--- config.mk ---
export PLATFORM = sky130hd
export DESIGN_NAME = crd_card_flat
export DESIGN_NICKNAME = d
export VERILOG_FILES = /design/src/verilog/crd_pkg.sv /design/src/verilog/crd_link_if.sv /design/src/verilog/crd_card.sv /design/src/verilog/crd_fifo.sv /design/src/flat_wrapper.sv
export SDC_FILE = /design/constraint.sdc
export NUM_CORES = 2
export LEC_CHECK = 0
export ABC_AREA = 1
export BUFFER_PORTS_ARGS = -buffer_cell sky130_fd_sc_hd__buf_4
export CORE_ASPECT_RATIO = 0.6
export CORE_MARGIN = 2
export CORE_UTILIZATION = 60
export CTS_CLUSTER_DIAMETER = 60
export DETAILED_ROUTE_END_ITERATION = 16
export GPL_ROUTABILITY_DRIVEN = 0
export PLACE_DENSITY = 0.76
export SLEW_MARGIN = 20
export SYNTH_ARGS = -nofsm -noshare
export SYNTH_HDL_FRONTEND = slang
export SYNTH_HIERARCHICAL = 1
export SYNTH_SLANG_ARGS = --single-unit
export TNS_END_PERCENT = 50
--- constraint.sdc ---
create_clock -name clk -period 6.33 [get_ports clk]
set_clock_uncertainty 0.05 [all_clocks]
set_input_delay 0.9495 -clock clk [delete_from_list [all_inputs] [get_ports clk]]
set_output_delay 0.9495 -clock clk [all_outputs]
set_load 0.05 [all_outputs]
--- src/verilog/crd_pkg.sv ---
// shared constants and types for the card read data link
package crd_pkg;
    localparam int          CLK_NS        = 4;
    localparam int          LINK_NS       = 48;
    localparam int          LINK_HALF_CYC = LINK_NS / (2 * CLK_NS);
    localparam int          SECTOR        = 512;
    localparam int          CMD_BITS      = 40;
    localparam int          RESP_BITS     = 10;
    localparam int          CRC_BITS      = 16;
    localparam int          BYTE_BITS     = 8;
    localparam logic [15:0] CRC_POLY      = 16'h1021;
    localparam logic [5:0]  CMD_WIDTH     = 6'h06;
    localparam logic [5:0]  CMD_STREAM    = 6'h0B;
    localparam logic [5:0]  CMD_STOP      = 6'h0C;
    localparam logic [5:0]  CMD_BLKLEN    = 6'h10;
    localparam logic [5:0]  CMD_SINGLE    = 6'h11;
    localparam logic [5:0]  CMD_MULTI     = 6'h12;
    localparam logic [5:0]  CMD_COUNT     = 6'h17;
    localparam logic [1:0]  W1            = 2'h0;
    localparam logic [1:0]  W4            = 2'h1;
    localparam logic [1:0]  W8            = 2'h2;
    localparam logic [1:0]  WIDTH_RST     = W1;
    localparam int          ST_OOR        = 7;
    localparam int          ST_MIS        = 6;
    localparam int          ST_BLEN       = 5;
    localparam int          ST_ILL        = 4;
    localparam int          ST_UNDER      = 3;

    typedef enum logic [2:0] {C_TRAN, C_BSTART, C_STREAM, C_BDATA, C_BCRC, C_BEND,
                              C_HOLD} crd_cst_t;
    typedef enum logic [1:0] {H_IDLE, H_DATA, H_CRC, H_END} crd_hst_t;

    function automatic logic [7:0] crd_mask(input logic [1:0] w);
        crd_mask = (w == W8) ? 8'hFF : (w == W4) ? 8'h0F : 8'h01;
    endfunction : crd_mask

    function automatic logic [3:0] crd_step(input logic [1:0] w);
        crd_step = (w == W8) ? 4'h8 : (w == W4) ? 4'h4 : 4'h1;
    endfunction : crd_step
endpackage : crd_pkg

--- src/verilog/crd_link_if.sv ---
// pins between host and card: bus clock, command, response, data lines
`timescale 1ns/100ps
interface crd_link_if;
    logic       link_clk;
    logic       cmd;
    logic       resp;
    logic [7:0] dat_o;
    logic [7:0] dat_oe_n;
    logic [7:0] dat;

    // released lines float high through the pull-ups
    assign dat = dat_o | dat_oe_n;

    modport card (input link_clk, input cmd, output resp, output dat_o, output dat_oe_n);
    modport host (output link_clk, output cmd, input resp, input dat);
endinterface : crd_link_if

--- src/verilog/crd_card.sv ---
// card end: command decode and read data transmit on the data lines
`timescale 1ns/100ps
module crd_card
    import crd_pkg::*;
#(
    parameter logic [31:0] MEM_BYTES = 32'h0010_0000,
    parameter int          FIFO_D    = 32
) (
    input  wire logic        clk,
    input  wire logic        rst_n,
    crd_link_if.card         lnk,
    input  wire logic        partial_en,
    input  wire logic        misalign_en,
    input  wire logic        fill_valid,
    input  wire logic [7:0]  fill_data,
    output logic             fill_ready,
    output logic [31:0]      fetch_addr,
    output logic             fetch_busy,
    output logic [7:0]       status,
    output logic [1:0]       bus_width
);
    import crd_pkg::*;

    typedef struct packed {
        logic [2:0]       lc;
        logic [1:0]       cs;
        logic             cmd_on;
        logic [5:0]       cbit;
        logic [38:0]      csh;
        crd_cst_t         st;
        logic             stream;
        logic             single;
        logic             counted;
        logic             precount;
        logic [15:0]      bcnt;
        logic [1:0]       width;
        logic [9:0]       blen;
        logic [9:0]       left;
        logic [31:0]      addr;
        logic [7:0]       sh;
        logic [3:0]       bitn;
        logic [3:0]       crcn;
        logic [7:0][15:0] crc;
        logic [7:0]       err;
        logic [7:0]       dat;
        logic [7:0]       oe_n;
        logic             resp;
        logic [9:0]       rsh;
        logic [3:0]       rn;
        logic [7:0]       status;
        logic             flush;
        logic             busy;
    } crd_card_t;

    localparam crd_card_t RST = '{st: C_TRAN, width: WIDTH_RST, blen: 10'(SECTOR),
                                  dat: 8'hFF, oe_n: 8'hFF, resp: 1'b1, default: '0};

    crd_card_t   s;
    crd_card_t   next_s;
    logic        rise;
    logic        fall;
    logic        dec;
    logic        pop;
    logic        f_valid;
    logic [7:0]  f_data;
    logic [38:0] frame;
    logic [5:0]  idx;
    logic [31:0] arg;
    logic [7:0]  rs;
    logic [7:0]  cur;
    logic [7:0]  out;
    logic [7:0]  mask;
    logic [3:0]  step;
    logic [3:0]  nb;
    logic        oor;
    logic        blen_ok;
    logic        mis;
    logic        mis_next;
    logic        fb;

    initial begin
        if (SECTOR >= 1024) $error("block length field too narrow for sector");
        if (FIFO_D < 2) $error("fetch buffer too shallow");
    end

    crd_fifo #(.W(BYTE_BITS), .D(FIFO_D)) u_fifo (
        .clk       (clk),
        .rst_n     (rst_n),
        .flush     (s.flush),
        .in_valid  (fill_valid),
        .in_data   (fill_data),
        .in_ready  (fill_ready),
        .out_valid (f_valid),
        .out_data  (f_data),
        .out_ready (pop)
    );

    always_comb begin
        next_s = s;
        next_s.lc = {s.lc[1:0], lnk.link_clk};
        next_s.cs = {s.cs[0], lnk.cmd};
        next_s.flush = 1'b0;
        rise = !s.lc[2] && s.lc[1];
        fall = s.lc[2] && !s.lc[1];
        frame = {s.csh[37:0], s.cs[1]};
        idx = frame[38:33];
        arg = frame[32:1];
        dec = 1'b0;
        pop = 1'b0;
        rs = '0;
        fb = 1'b0;
        mask = crd_mask(s.width);
        step = crd_step(s.width);
        nb = s.bitn + step;
        cur = (s.bitn == '0) ? f_data : s.sh;
        out = (s.width == W8) ? cur : (s.width == W4) ? {4'hF, cur[7:4]} : {7'h7F, cur[7]};
        oor = (arg >= MEM_BYTES);
        blen_ok = (s.blen == 10'(SECTOR)) || (partial_en && s.blen != '0);
        mis = !misalign_en && ((arg & 32'(SECTOR - 1)) + 32'(s.blen) > 32'(SECTOR));
        mis_next = !misalign_en && ((s.addr & 32'(SECTOR - 1)) + 32'(s.blen) > 32'(SECTOR));

        // data lines change on the bus clock falling edge
        if (fall) begin
            case (s.st)
                C_BSTART: begin
                    if (f_valid) begin
                        next_s.dat = 8'h00;
                        next_s.oe_n = ~mask;
                        next_s.st = s.stream ? C_STREAM : C_BDATA;
                        next_s.bitn = '0;
                        next_s.left = s.blen;
                        next_s.crc = '0;
                    end
                end
                C_STREAM: begin
                    // bits past memory end or underrun are don't-care, held high
                    if (s.addr >= MEM_BYTES) begin
                        next_s.err[ST_OOR] = 1'b1;
                        next_s.dat = 8'hFF;
                    end else if (s.bitn == '0 && !f_valid) begin
                        next_s.err[ST_UNDER] = 1'b1;
                        next_s.dat = 8'hFF;
                    end else begin
                        next_s.dat = out;
                        next_s.sh = cur << 1;
                        pop = (s.bitn == '0);
                        next_s.bitn = (nb == 4'(BYTE_BITS)) ? '0 : nb;
                        if (nb == 4'(BYTE_BITS)) next_s.addr = s.addr + 32'h1;
                    end
                end
                C_BDATA: begin
                    if (s.bitn == '0 && !f_valid) begin
                        next_s.err[ST_UNDER] = 1'b1;
                        next_s.st = C_HOLD;
                        next_s.dat = 8'hFF;
                        next_s.oe_n = 8'hFF;
                    end else begin
                        next_s.dat = out;
                        next_s.sh = cur << step;
                        pop = (s.bitn == '0);
                        for (int i = 0; i < 8; i++) begin
                            fb = s.crc[i][15] ^ out[i];
                            if (mask[i]) next_s.crc[i] = {s.crc[i][14:0], 1'b0} ^
                                                         (fb ? CRC_POLY : 16'h0000);
                        end
                        next_s.bitn = (nb == 4'(BYTE_BITS)) ? '0 : nb;
                        if (nb == 4'(BYTE_BITS)) begin
                            next_s.addr = s.addr + 32'h1;
                            next_s.left = s.left - 10'h1;
                            if (s.left == 10'h1) begin
                                next_s.st = C_BCRC;
                                next_s.crcn = '0;
                            end
                        end
                    end
                end
                C_BCRC: begin
                    for (int i = 0; i < 8; i++) begin
                        next_s.dat[i] = s.crc[i][15];
                        next_s.crc[i] = s.crc[i] << 1;
                    end
                    next_s.crcn = s.crcn + 4'h1;
                    if (s.crcn == 4'(CRC_BITS - 1)) next_s.st = C_BEND;
                end
                C_BEND: begin
                    next_s.dat = 8'hFF;
                    if (s.single || (s.counted && s.bcnt == 16'h1)) begin
                        next_s.st = C_TRAN;
                    end else begin
                        next_s.bcnt = s.bcnt - 16'h1;
                        next_s.st = C_BSTART;
                        if (s.addr >= MEM_BYTES) begin
                            next_s.err[ST_OOR] = 1'b1;
                            next_s.st = C_HOLD;
                        end else if (mis_next) begin
                            next_s.err[ST_MIS] = 1'b1;
                            next_s.st = C_HOLD;
                        end
                    end
                end
                default: begin
                    next_s.dat = 8'hFF;
                    next_s.oe_n = 8'hFF;
                end
            endcase
            if (s.rn != '0) begin
                next_s.resp = s.rsh[9];
                next_s.rsh = s.rsh << 1;
                next_s.rn = s.rn - 4'h1;
            end else begin
                next_s.resp = 1'b1;
            end
        end

        // command bits are sampled on the rising edge
        if (rise) begin
            if (!s.cmd_on) begin
                next_s.cmd_on = !s.cs[1];
                next_s.cbit = '0;
            end else begin
                next_s.csh = frame;
                next_s.cbit = s.cbit + 6'h1;
                if (s.cbit == 6'(CMD_BITS - 2)) begin
                    next_s.cmd_on = 1'b0;
                    dec = frame[0];
                end
            end
        end

        if (dec) begin
            next_s.precount = (idx == CMD_COUNT);
            case (idx)
                CMD_STOP: begin
                    if (s.st != C_TRAN) begin
                        rs = s.err;
                        next_s.err = '0;
                        next_s.st = C_TRAN;
                    end else begin
                        rs[ST_ILL] = 1'b1;
                    end
                end
                CMD_STREAM: begin
                    if (s.st != C_TRAN || s.width != W1) rs[ST_ILL] = 1'b1;
                    else if (oor) rs[ST_OOR] = 1'b1;
                    else next_s.stream = 1'b1;
                end
                CMD_SINGLE, CMD_MULTI: begin
                    if (s.st != C_TRAN) rs[ST_ILL] = 1'b1;
                    else if (oor) rs[ST_OOR] = 1'b1;
                    else if (!blen_ok) rs[ST_BLEN] = 1'b1;
                    else if (mis) rs[ST_MIS] = 1'b1;
                    else next_s.stream = 1'b0;
                    next_s.single = (idx == CMD_SINGLE);
                    next_s.counted = s.precount && s.bcnt != '0;
                end
                CMD_COUNT: next_s.bcnt = arg[15:0];
                CMD_BLKLEN: next_s.blen = (arg > 32'(SECTOR)) ? '0 : arg[9:0];
                CMD_WIDTH: begin
                    if (arg[1:0] == W1 || arg[1:0] == W4 || arg[1:0] == W8) begin
                        next_s.width = arg[1:0];
                    end else begin
                        rs[ST_ILL] = 1'b1;
                    end
                end
                default: rs[ST_ILL] = 1'b1;
            endcase
            if ((idx == CMD_STREAM || idx == CMD_SINGLE || idx == CMD_MULTI) && rs == '0) begin
                next_s.st = C_BSTART;
                next_s.addr = arg;
                next_s.flush = 1'b1;
                next_s.err = '0;
            end
            next_s.status = rs;
            next_s.rsh = {1'b0, rs, 1'b1};
            next_s.rn = 4'(RESP_BITS);
        end
        next_s.busy = (next_s.st != C_TRAN) && (next_s.st != C_HOLD);
    end

    always_ff @(posedge clk) begin
        if (!rst_n) s <= RST;
        else s <= next_s;
    end

    assign lnk.dat_o = s.dat;
    assign lnk.dat_oe_n = s.oe_n;
    assign lnk.resp = s.resp;
    assign fetch_addr = s.addr;
    assign fetch_busy = s.busy;
    assign status = s.status;
    assign bus_width = s.width;
endmodule : crd_card

--- src/verilog/crd_fifo.sv ---
// fetch buffer between memory side and the data line serialiser
`timescale 1ns/100ps
module crd_fifo #(
    parameter int W = 8,
    parameter int D = 32
) (
    input  wire logic         clk,
    input  wire logic         rst_n,
    input  wire logic         flush,
    input  wire logic         in_valid,
    input  wire logic [W-1:0] in_data,
    output logic              in_ready,
    output logic              out_valid,
    output logic [W-1:0]      out_data,
    input  wire logic         out_ready
);
    localparam int AW = $clog2(D);

    typedef struct packed {
        logic [D-1:0][W-1:0] mem;
        logic [AW-1:0]       wp;
        logic [AW-1:0]       rp;
        logic [AW:0]         cnt;
        logic                full;
    } crd_fifo_t;

    crd_fifo_t s;
    crd_fifo_t next_s;
    logic      push;
    logic      pop;

    initial begin
        if (D < 2 || (1 << AW) != D) $error("depth must be a power of two");
    end

    always_comb begin
        next_s = s;
        push = in_valid && !s.full;
        pop = out_ready && (s.cnt != '0);
        if (push) begin
            next_s.mem[s.wp] = in_data;
            next_s.wp = s.wp + 1'b1;
        end
        if (pop) next_s.rp = s.rp + 1'b1;
        next_s.cnt = s.cnt + (AW + 1)'(push) - (AW + 1)'(pop);
        // flush drops what the previous read queued; a word pushed in the same
        // cycle already belongs to the new read, so it is kept at the head
        if (flush) begin
            next_s.rp = '0;
            next_s.wp = AW'(push);
            next_s.cnt = (AW + 1)'(push);
            if (push) next_s.mem[0] = in_data;
        end
        next_s.full = (next_s.cnt == (AW + 1)'(D));
    end

    always_ff @(posedge clk) begin
        if (!rst_n) s <= '0;
        else s <= next_s;
    end

    assign in_ready = !s.full;
    assign out_valid = (s.cnt != '0);
    assign out_data = s.mem[s.rp];
endmodule : crd_fifo

--- src/flat_wrapper.sv ---
// flat-port wrapper written by rule: the top's interface ports become plain ports
module crd_card_flat import crd_pkg::*;
#(
    parameter logic [31:0] MEM_BYTES = 32'h0010_0000,
    parameter int          FIFO_D    = 32
)
  (clk, rst_n, partial_en, misalign_en, fill_valid, fill_data, fill_ready, fetch_addr, fetch_busy, status, bus_width, lnk_link_clk, lnk_cmd, lnk_resp, lnk_dat_o, lnk_dat_oe_n);
  crd_link_if lnk_i ();
  input  wire logic clk;
  input  wire logic rst_n;
  input  wire logic partial_en;
  input  wire logic misalign_en;
  input  wire logic fill_valid;
  input  wire logic [7:0] fill_data;
  output logic fill_ready;
  output logic [31:0] fetch_addr;
  output logic fetch_busy;
  output logic [7:0] status;
  output logic [1:0] bus_width;
  input wire logic [$bits(lnk_i.link_clk)-1:0] lnk_link_clk;
  input wire logic [$bits(lnk_i.cmd)-1:0] lnk_cmd;
  output wire logic [$bits(lnk_i.resp)-1:0] lnk_resp;
  output wire logic [$bits(lnk_i.dat_o)-1:0] lnk_dat_o;
  output wire logic [$bits(lnk_i.dat_oe_n)-1:0] lnk_dat_oe_n;
  assign lnk_i.link_clk = lnk_link_clk;
  assign lnk_i.cmd = lnk_cmd;
  assign lnk_resp = lnk_i.resp;
  assign lnk_dat_o = lnk_i.dat_o;
  assign lnk_dat_oe_n = lnk_i.dat_oe_n;
  crd_card #(.MEM_BYTES(MEM_BYTES), .FIFO_D(FIFO_D)) u_core (.clk(clk), .rst_n(rst_n), .lnk(lnk_i), .partial_en(partial_en), .misalign_en(misalign_en), .fill_valid(fill_valid), .fill_data(fill_data), .fill_ready(fill_ready), .fetch_addr(fetch_addr), .fetch_busy(fetch_busy), .status(status), .bus_width(bus_width));
endmodule
# After elaboration in Yosys (flattened, before gate mapping)
# Index checks and enable logic that the tools add are counted.
[op_classes]
addsub = 13
n_lt_le_gt_ge = 8
shifts = 1
n_mux = 137
n_eq_ne = 45
bitwise_logic = 19
n_reduce_logical = 75
[op_table]
columns = ["op", "count"]
rows = [
  ["one-hot mux 128 bit (3 select lines)", 1],
  ["bitwise mux 256 bit", 1],
  ["2-to-1 mux 16 bit", 13],
  ["2-to-1 mux 186 bit", 1],
  ["2-to-1 mux 178 bit", 1],
  ["2-to-1 mux 13 bit", 11],
  ["2-to-1 mux 128 bit", 1],
  ["XOR 16 bit", 8],
  ["2-to-1 mux 8 bit", 13],
  ["> comparator 32 x 10 -> 1 bit, second input constant", 3],
  ["2-to-1 mux 32 bit", 3],
  ["2-to-1 mux 44 bit", 2],
  ["one-hot mux 40 bit (2 select lines)", 1],
  ["greater-or-equal comparator 32 x 21 -> 1 bit, second input constant", 2],
  ["AND reduction 5 bit", 11],
  ["2-to-1 mux 3 bit", 15],
  ["2-to-1 mux 42 bit", 1],
  ["binary-select mux 8 bit (select 5 bit)", 1],
  ["demux 8 bit (select 5 bit)", 1],
  ["2-to-1 mux 4 bit", 10],
  ["2-to-1 mux 35 bit", 1],
  ["2-to-1 mux 1 bit", 34],
  ["adder 32 x 1 -> 32 bit, second input constant", 1],
  ["one-hot mux 8 bit (4 select lines)", 1],
  ["other kinds (66)", 161],
]
[word_totals]
output_inout_bits = 61
input_bits = 15
wordCells = 373
ff_bits = 593

# Logic depth before layout (Yosys ltp)
[logic_depth]
ltp_word = 16
depth_mapped = 23

# Cells and area by module
# Netlist, hierarchy kept.
[by_module_without_submodules]
columns = ["mod", "seq_area_each_um2", "area_each_um2", "cells_per_inst", "n_inst"]
rows = [
  ["crd_card", 6165.9, 15872.7, 2261, 1],
  ["crd_fifo", 5465.2, 12598.3, 1901, 1],
]

# Worst setup path before layout
# OpenSTA, ideal clock, no wires.
[synth_path]
kind = "reg2reg"
startpoint = "register u_core/s[268] in the netlist's numbering"
endpoint = "register u_core/u_fifo/s[0] in the netlist's numbering"
required_ns = 6.167
path_stages_with_launch = 24
setup_ns = 0.113
path_buffers = 0
arrival_ns = 3.197
period_less_slack_ns = 3.360
path_slack_ns = 2.970
cell_sequence = "dfxtp_1 -> inv_2 -> nor2_1 -> inv_1 -> nor2_1 -> inv_1 -> nor2_1 -> nor2_2 -> inv_2 -> nor3b_1 -> nand2_1 -> inv_1 -> ha_1 -> inv_1 -> ha_1 -> fa_1 -> nand2_1 -> nand2_1 -> nand2_1 -> nand2_1 -> nand2_1 -> nand3_1 -> nand3_1 -> nor2_1"
[synth_via]
elab_chain_cells = 7
[synth_lines]
columns = ["item", "line", "text"]
rows = [
  ["start, declared", "crd_card.sv:58", "crd_card_t s;"],
  ["start signal, assigned", "crd_card.sv:282", "else s <= next_s;"],
  ["equality test 3 x 2 -> 1 bit", "crd_card.sv:124", "case (s.st)"],
  ["one-hot mux 1 bit (2 select lines) *", "crd_card.sv:124", ""],
  ["2-to-1 mux 1 bit *", "crd_card.sv:123", "if (fall) begin"],
  ["net u_core.pop", "crd_card.sv:63", "logic pop;"],
  ["logical AND 1 bit *", "crd_fifo.sv:39", "pop = out_ready && (s.cnt != '0);"],
  ["net u_core.u_fifo.pop", "crd_fifo.sv:30", "logic pop;"],
  ["subtractor 6 x 1 -> 6 bit *", "crd_fifo.sv:45", "next_s.cnt = s.cnt + (AW + 1)'(push) - (AW + 1)'(pop);"],
  ["2-to-1 mux 24 bit *", "crd_fifo.sv:48", "if (flush) begin"],
  ["equality test 6 bit *", "crd_fifo.sv:54", "next_s.full = (next_s.cnt == (AW + 1)'(D));"],
  ["end signal, assigned", "crd_fifo.sv:59", "else s <= next_s;"],
  ["end, declared", "crd_fifo.sv:27", "crd_fifo_t s;"],
]
# Mark *: on every way through the listed nets, which the timed path passes. The rest lies on a longest branch.
# A chain may end at the register's enable or synchronous reset.

# Worst setup path in the final report
[layout_path]
startpoint = "register u_core/s[320] in the netlist's numbering"
endpoint = "register u_core/u_fifo/s[0] in the netlist's numbering"
[layout_via]
elab_chain_cells = 6
[layout_lines]
columns = ["item", "line", "text"]
rows = [
  ["logical AND 1 bit", "crd_card.sv:104", "fall = s.lc[2] && !s.lc[1];"],
  ["2-to-1 mux 1 bit", "crd_card.sv:123", ""],
  ["net u_core.pop", "crd_card.sv:63", ""],
  ["logical AND 1 bit", "crd_fifo.sv:39", ""],
  ["net u_core.u_fifo.pop", "crd_fifo.sv:30", ""],
  ["subtractor 6 x 1 -> 6 bit", "crd_fifo.sv:45", ""],
  ["2-to-1 mux 24 bit", "crd_fifo.sv:48", ""],
  ["equality test 6 bit", "crd_fifo.sv:54", ""],
]
# The timed path passes the listed nets, and every way through them passes these cells.

==> impl_results.md <==
- Share of cells above drive strength 1: 5.646%
- Hold_buf cts: 0
- Setup repair after global routing missed its margin: no
- Most frequent cells in the layout: 840 x nand2_1, 579 x dfxtp_1, 525 x nor2_1
- Max-Cap Viols: 0
- Clk root buf: clkbuf_16
- Most common cell after layout, fill and taps aside: nand2_1
- Detailed placer's ending HPWL: 55,450 um
- Die width: 285.2 um
- Rel. slew slack: 28.26%
- Post-layout min period: 4.670 ns
- Vias in the first global route: 22.94k
- Vias per cell: 5.748
- Setup Fix Bufs, Post-CTS: 0
- DP Worst Slack: 1.858 ns
- Site Rows: 61
- Setup TNS Final: 0 ns
- Biggest area consumer among synthesized cells: dfxtp_1
- Worst Setup End Kind: flip-flop
- Antenna violations before repair: 0
- Critical path class: flip-flop to flip-flop
- Yosys top cell area share: 40.85%
- Post-synthesis cell count: 4,162
- Crit-path cells: inv_1 -> nor2_1 -> inv_2 -> nor2_1 -> buf_4 -> inv_1 -> nor2_2 -> buf_4 -> inv_2 -> nor3b_1 -> nand2_1 -> inv_1 -> ha_1 -> inv_1 -> ha_1 -> fa_1 -> nand2_1 -> o21ai_0 -> nor2_1 -> nand3_1 -> nor2_1
- Netlist cell types: 52
- Die height: 172.7 um
- Run status: completed
- Iter 0 DRT Violations: 3,832
- Global route overflow: 0
- Worst-Skew Late Latency: 0.60 ns
- Post_cts resized: 0
- Total GRT Usage: 32.25%
- Top-level I/O count: 76
- CP Data Arrival Time: 5.16 ns
- Max Clk Rate: 0.2141 GHz
- Syn Area/Cell: 6.841 um2
- Drt drc: 0
- Critical Path RT: 6.82 ns
- Ant diodes: 0
- Length of the first detailed-routing pass in iterations: 6
- Yosys Warn Count: 6
- First-pass GRT wire length: 129,800 um
- Leakage: 12.03 nW
- Yosys reg bits: 581
- Layout area overhead: 6.241%
- Synthesized Nets: 4,227
- Sequential fraction of the synthesis area: 40.85%
- IO Port Bufs: 75
- Least-Margin Pin Slew: 1.066 ns
- Via count: 27.04k
- Top post-synthesis cells by area: dfxtp_1 41%, nand2_1 11%, nor2_1 6.9%, o21ai_0 6.9%, a21oi_1 6.3%
- CTS tree: yes
- Setup violations, final: 0
- Slowest CP cell: nor2_1
- Worst path bufs/invs: 8
- Final nets: 4,103
- Final Max Tran Viols: 0
- PnR worst setup slack: 1.660 ns
- Final worst path period share: 73.78%
- Clock transition at the registers of the reported paths: 0.06 ns
- Largest net degree at the start of global routing: 113
- Fillers: 4,298
- Core area: 46,560 um2
- Final WL: 81,490 um
- HP Class: flip-flop to flip-flop
- Mapped Area: 28,470 um2
- CP Max Fanout: 22
- Post-route antenna net violation count: 0
- Clock Sinks: 581
- Die area: 49,270 um2
- TritonCTS buffer count: 52
- Pwr dens: 242.2 nW/um2
- WL/cell: 17.32 um
- Clock buffer depth: 3
- Peak VDD IR: 224.1 uV
- CP peak stage delay: 0.69 ns
- Crit-path leading delay family: simple AND/OR/NAND/NOR gates
- Initial Util: 61.15%
- Crit start category: flip-flop
- Hold Fails Final Rpt: 0
- CTS H-tree depth: 2
-- registers in the layout, indices dropped and copies added (netlist names) --
register             count
u_core/arg              32
u_core/bus_width         2
u_core/fetch_addr       32
u_core/fetch_busy        1
u_core/frame             7
u_core/lnk.dat_o         8
u_core/lnk.dat_oe_n      3
u_core/lnk.resp          1
u_core/next_s            3
u_core/s               213
u_core/status            6
u_core/u_fifo/s        273
-- final timing paths --
path | cells past startpoint | slack (ns) | startpoint | to
worst max-delay path | 21 | 1.66 | u_core/s[320] | u_core/u_fifo/s[0]
worst min-delay path | 2 | 0.36 | u_core/next_s[319] | u_core/next_s[320]
worst max register to register | 21 | 1.66 | u_core/s[320] | u_core/u_fifo/s[0]
worst min register to register | 2 | 0.36 | u_core/next_s[319] | u_core/next_s[320]
-- cells by family (layout without fill, tap and decap cells) --
family	Yosys count	after routing	synth area share [%]
buf+inv	729	641	10.78
flops	581	581	40.85
mux	2	2	0.07471
xor+xnor	52	52	1.600
compound gates	922	922	17.76
fa+ha+maj	50	50	2.276
simple gates	1826	1826	26.66
-- metal layers --
layer  part of all wire (%)  global-route usage [%]
met2                     38                   40.96
met1                     48                   53.25
met3                     13                   8.668
met5                      0                       0
met4                    1.1                   5.017
-- worst min-delay path: cells and delay by family (launching register included) --
kind	cells	cell delay [ns]
DFF	1	0.30
buffers and inverters	1	0.04
and+or+nand+nor	1	0.04
-- where the power goes --
group	total [W]	switching [W]	internal, W
sequential	0.00372	0.0000241	0.00370
clock	0.00306	0.00143	0.00162
combinational	0.000547	0.000398	0.000149
-- metrics by stage --
stage | hold WS, ns | utilization [%] | total power (W) | std cells | area (um2)
2_1_floorplan | 0.3405 | - | 0.004187 | 4162 | 28470
3_3_place_gp | 0.3499 | 61.55 | 0.004328 | 4614 | 28660
3_5_place_dp | 0.3480 | 61.55 | 0.004333 | 4614 | 28660
4_1_cts | 0.3650 | 64.97 | 0.007349 | 4704 | 30250
5_1_grt | 0.3819 | 64.97 | 0.007586 | 4704 | 30250
6_report | 0.3620 | 64.97 | 0.007327 | 4704 | 30250
-- cells in the mapped netlist (all sizes together) --
master / number
nand2: 842
dfxtp: 581
nor2: 537
inv: 447
o21ai: 395
a21oi: 362
nand3: 337
clkbuf: 140
buf: 137
a22oi: 64
ha: 47
xor2: 41
nor3: 40
nand4: 34
o211ai: 28
nor4: 19
o22ai: 15
o2111ai: 12
a31oi: 11
xnor2: 11
o31ai: 8
a211oi: 7
a22o: 7
nor3b: 6
or2: 6
clkinv: 5
nand3b: 4
a221oi: 3
a32o: 3
fa: 3
a21o: 2
a32oi: 2
and3: 1
mux2: 1
mux2i: 1
o21ba: 1
o221ai: 1
o32ai: 1
-- final cells by class --
| class | count | area, um2 | share of cell area [%] |
|---|---|---|---|
| well taps | 630 | 788.3 | 2.606 |
| flip-flops and latches | 581 | 11640 | 38.47 |
| repair buffers | 99 | 749.5 | 2.478 |
| inverters | 452 | 1702 | 5.626 |
| clock inverters | 19 | 168.9 | 0.5584 |
| clock buffers | 71 | 1423 | 4.703 |
| multi-input cells | 2852 | 13780 | 45.56 |
(Power assumes the default switching activity.)
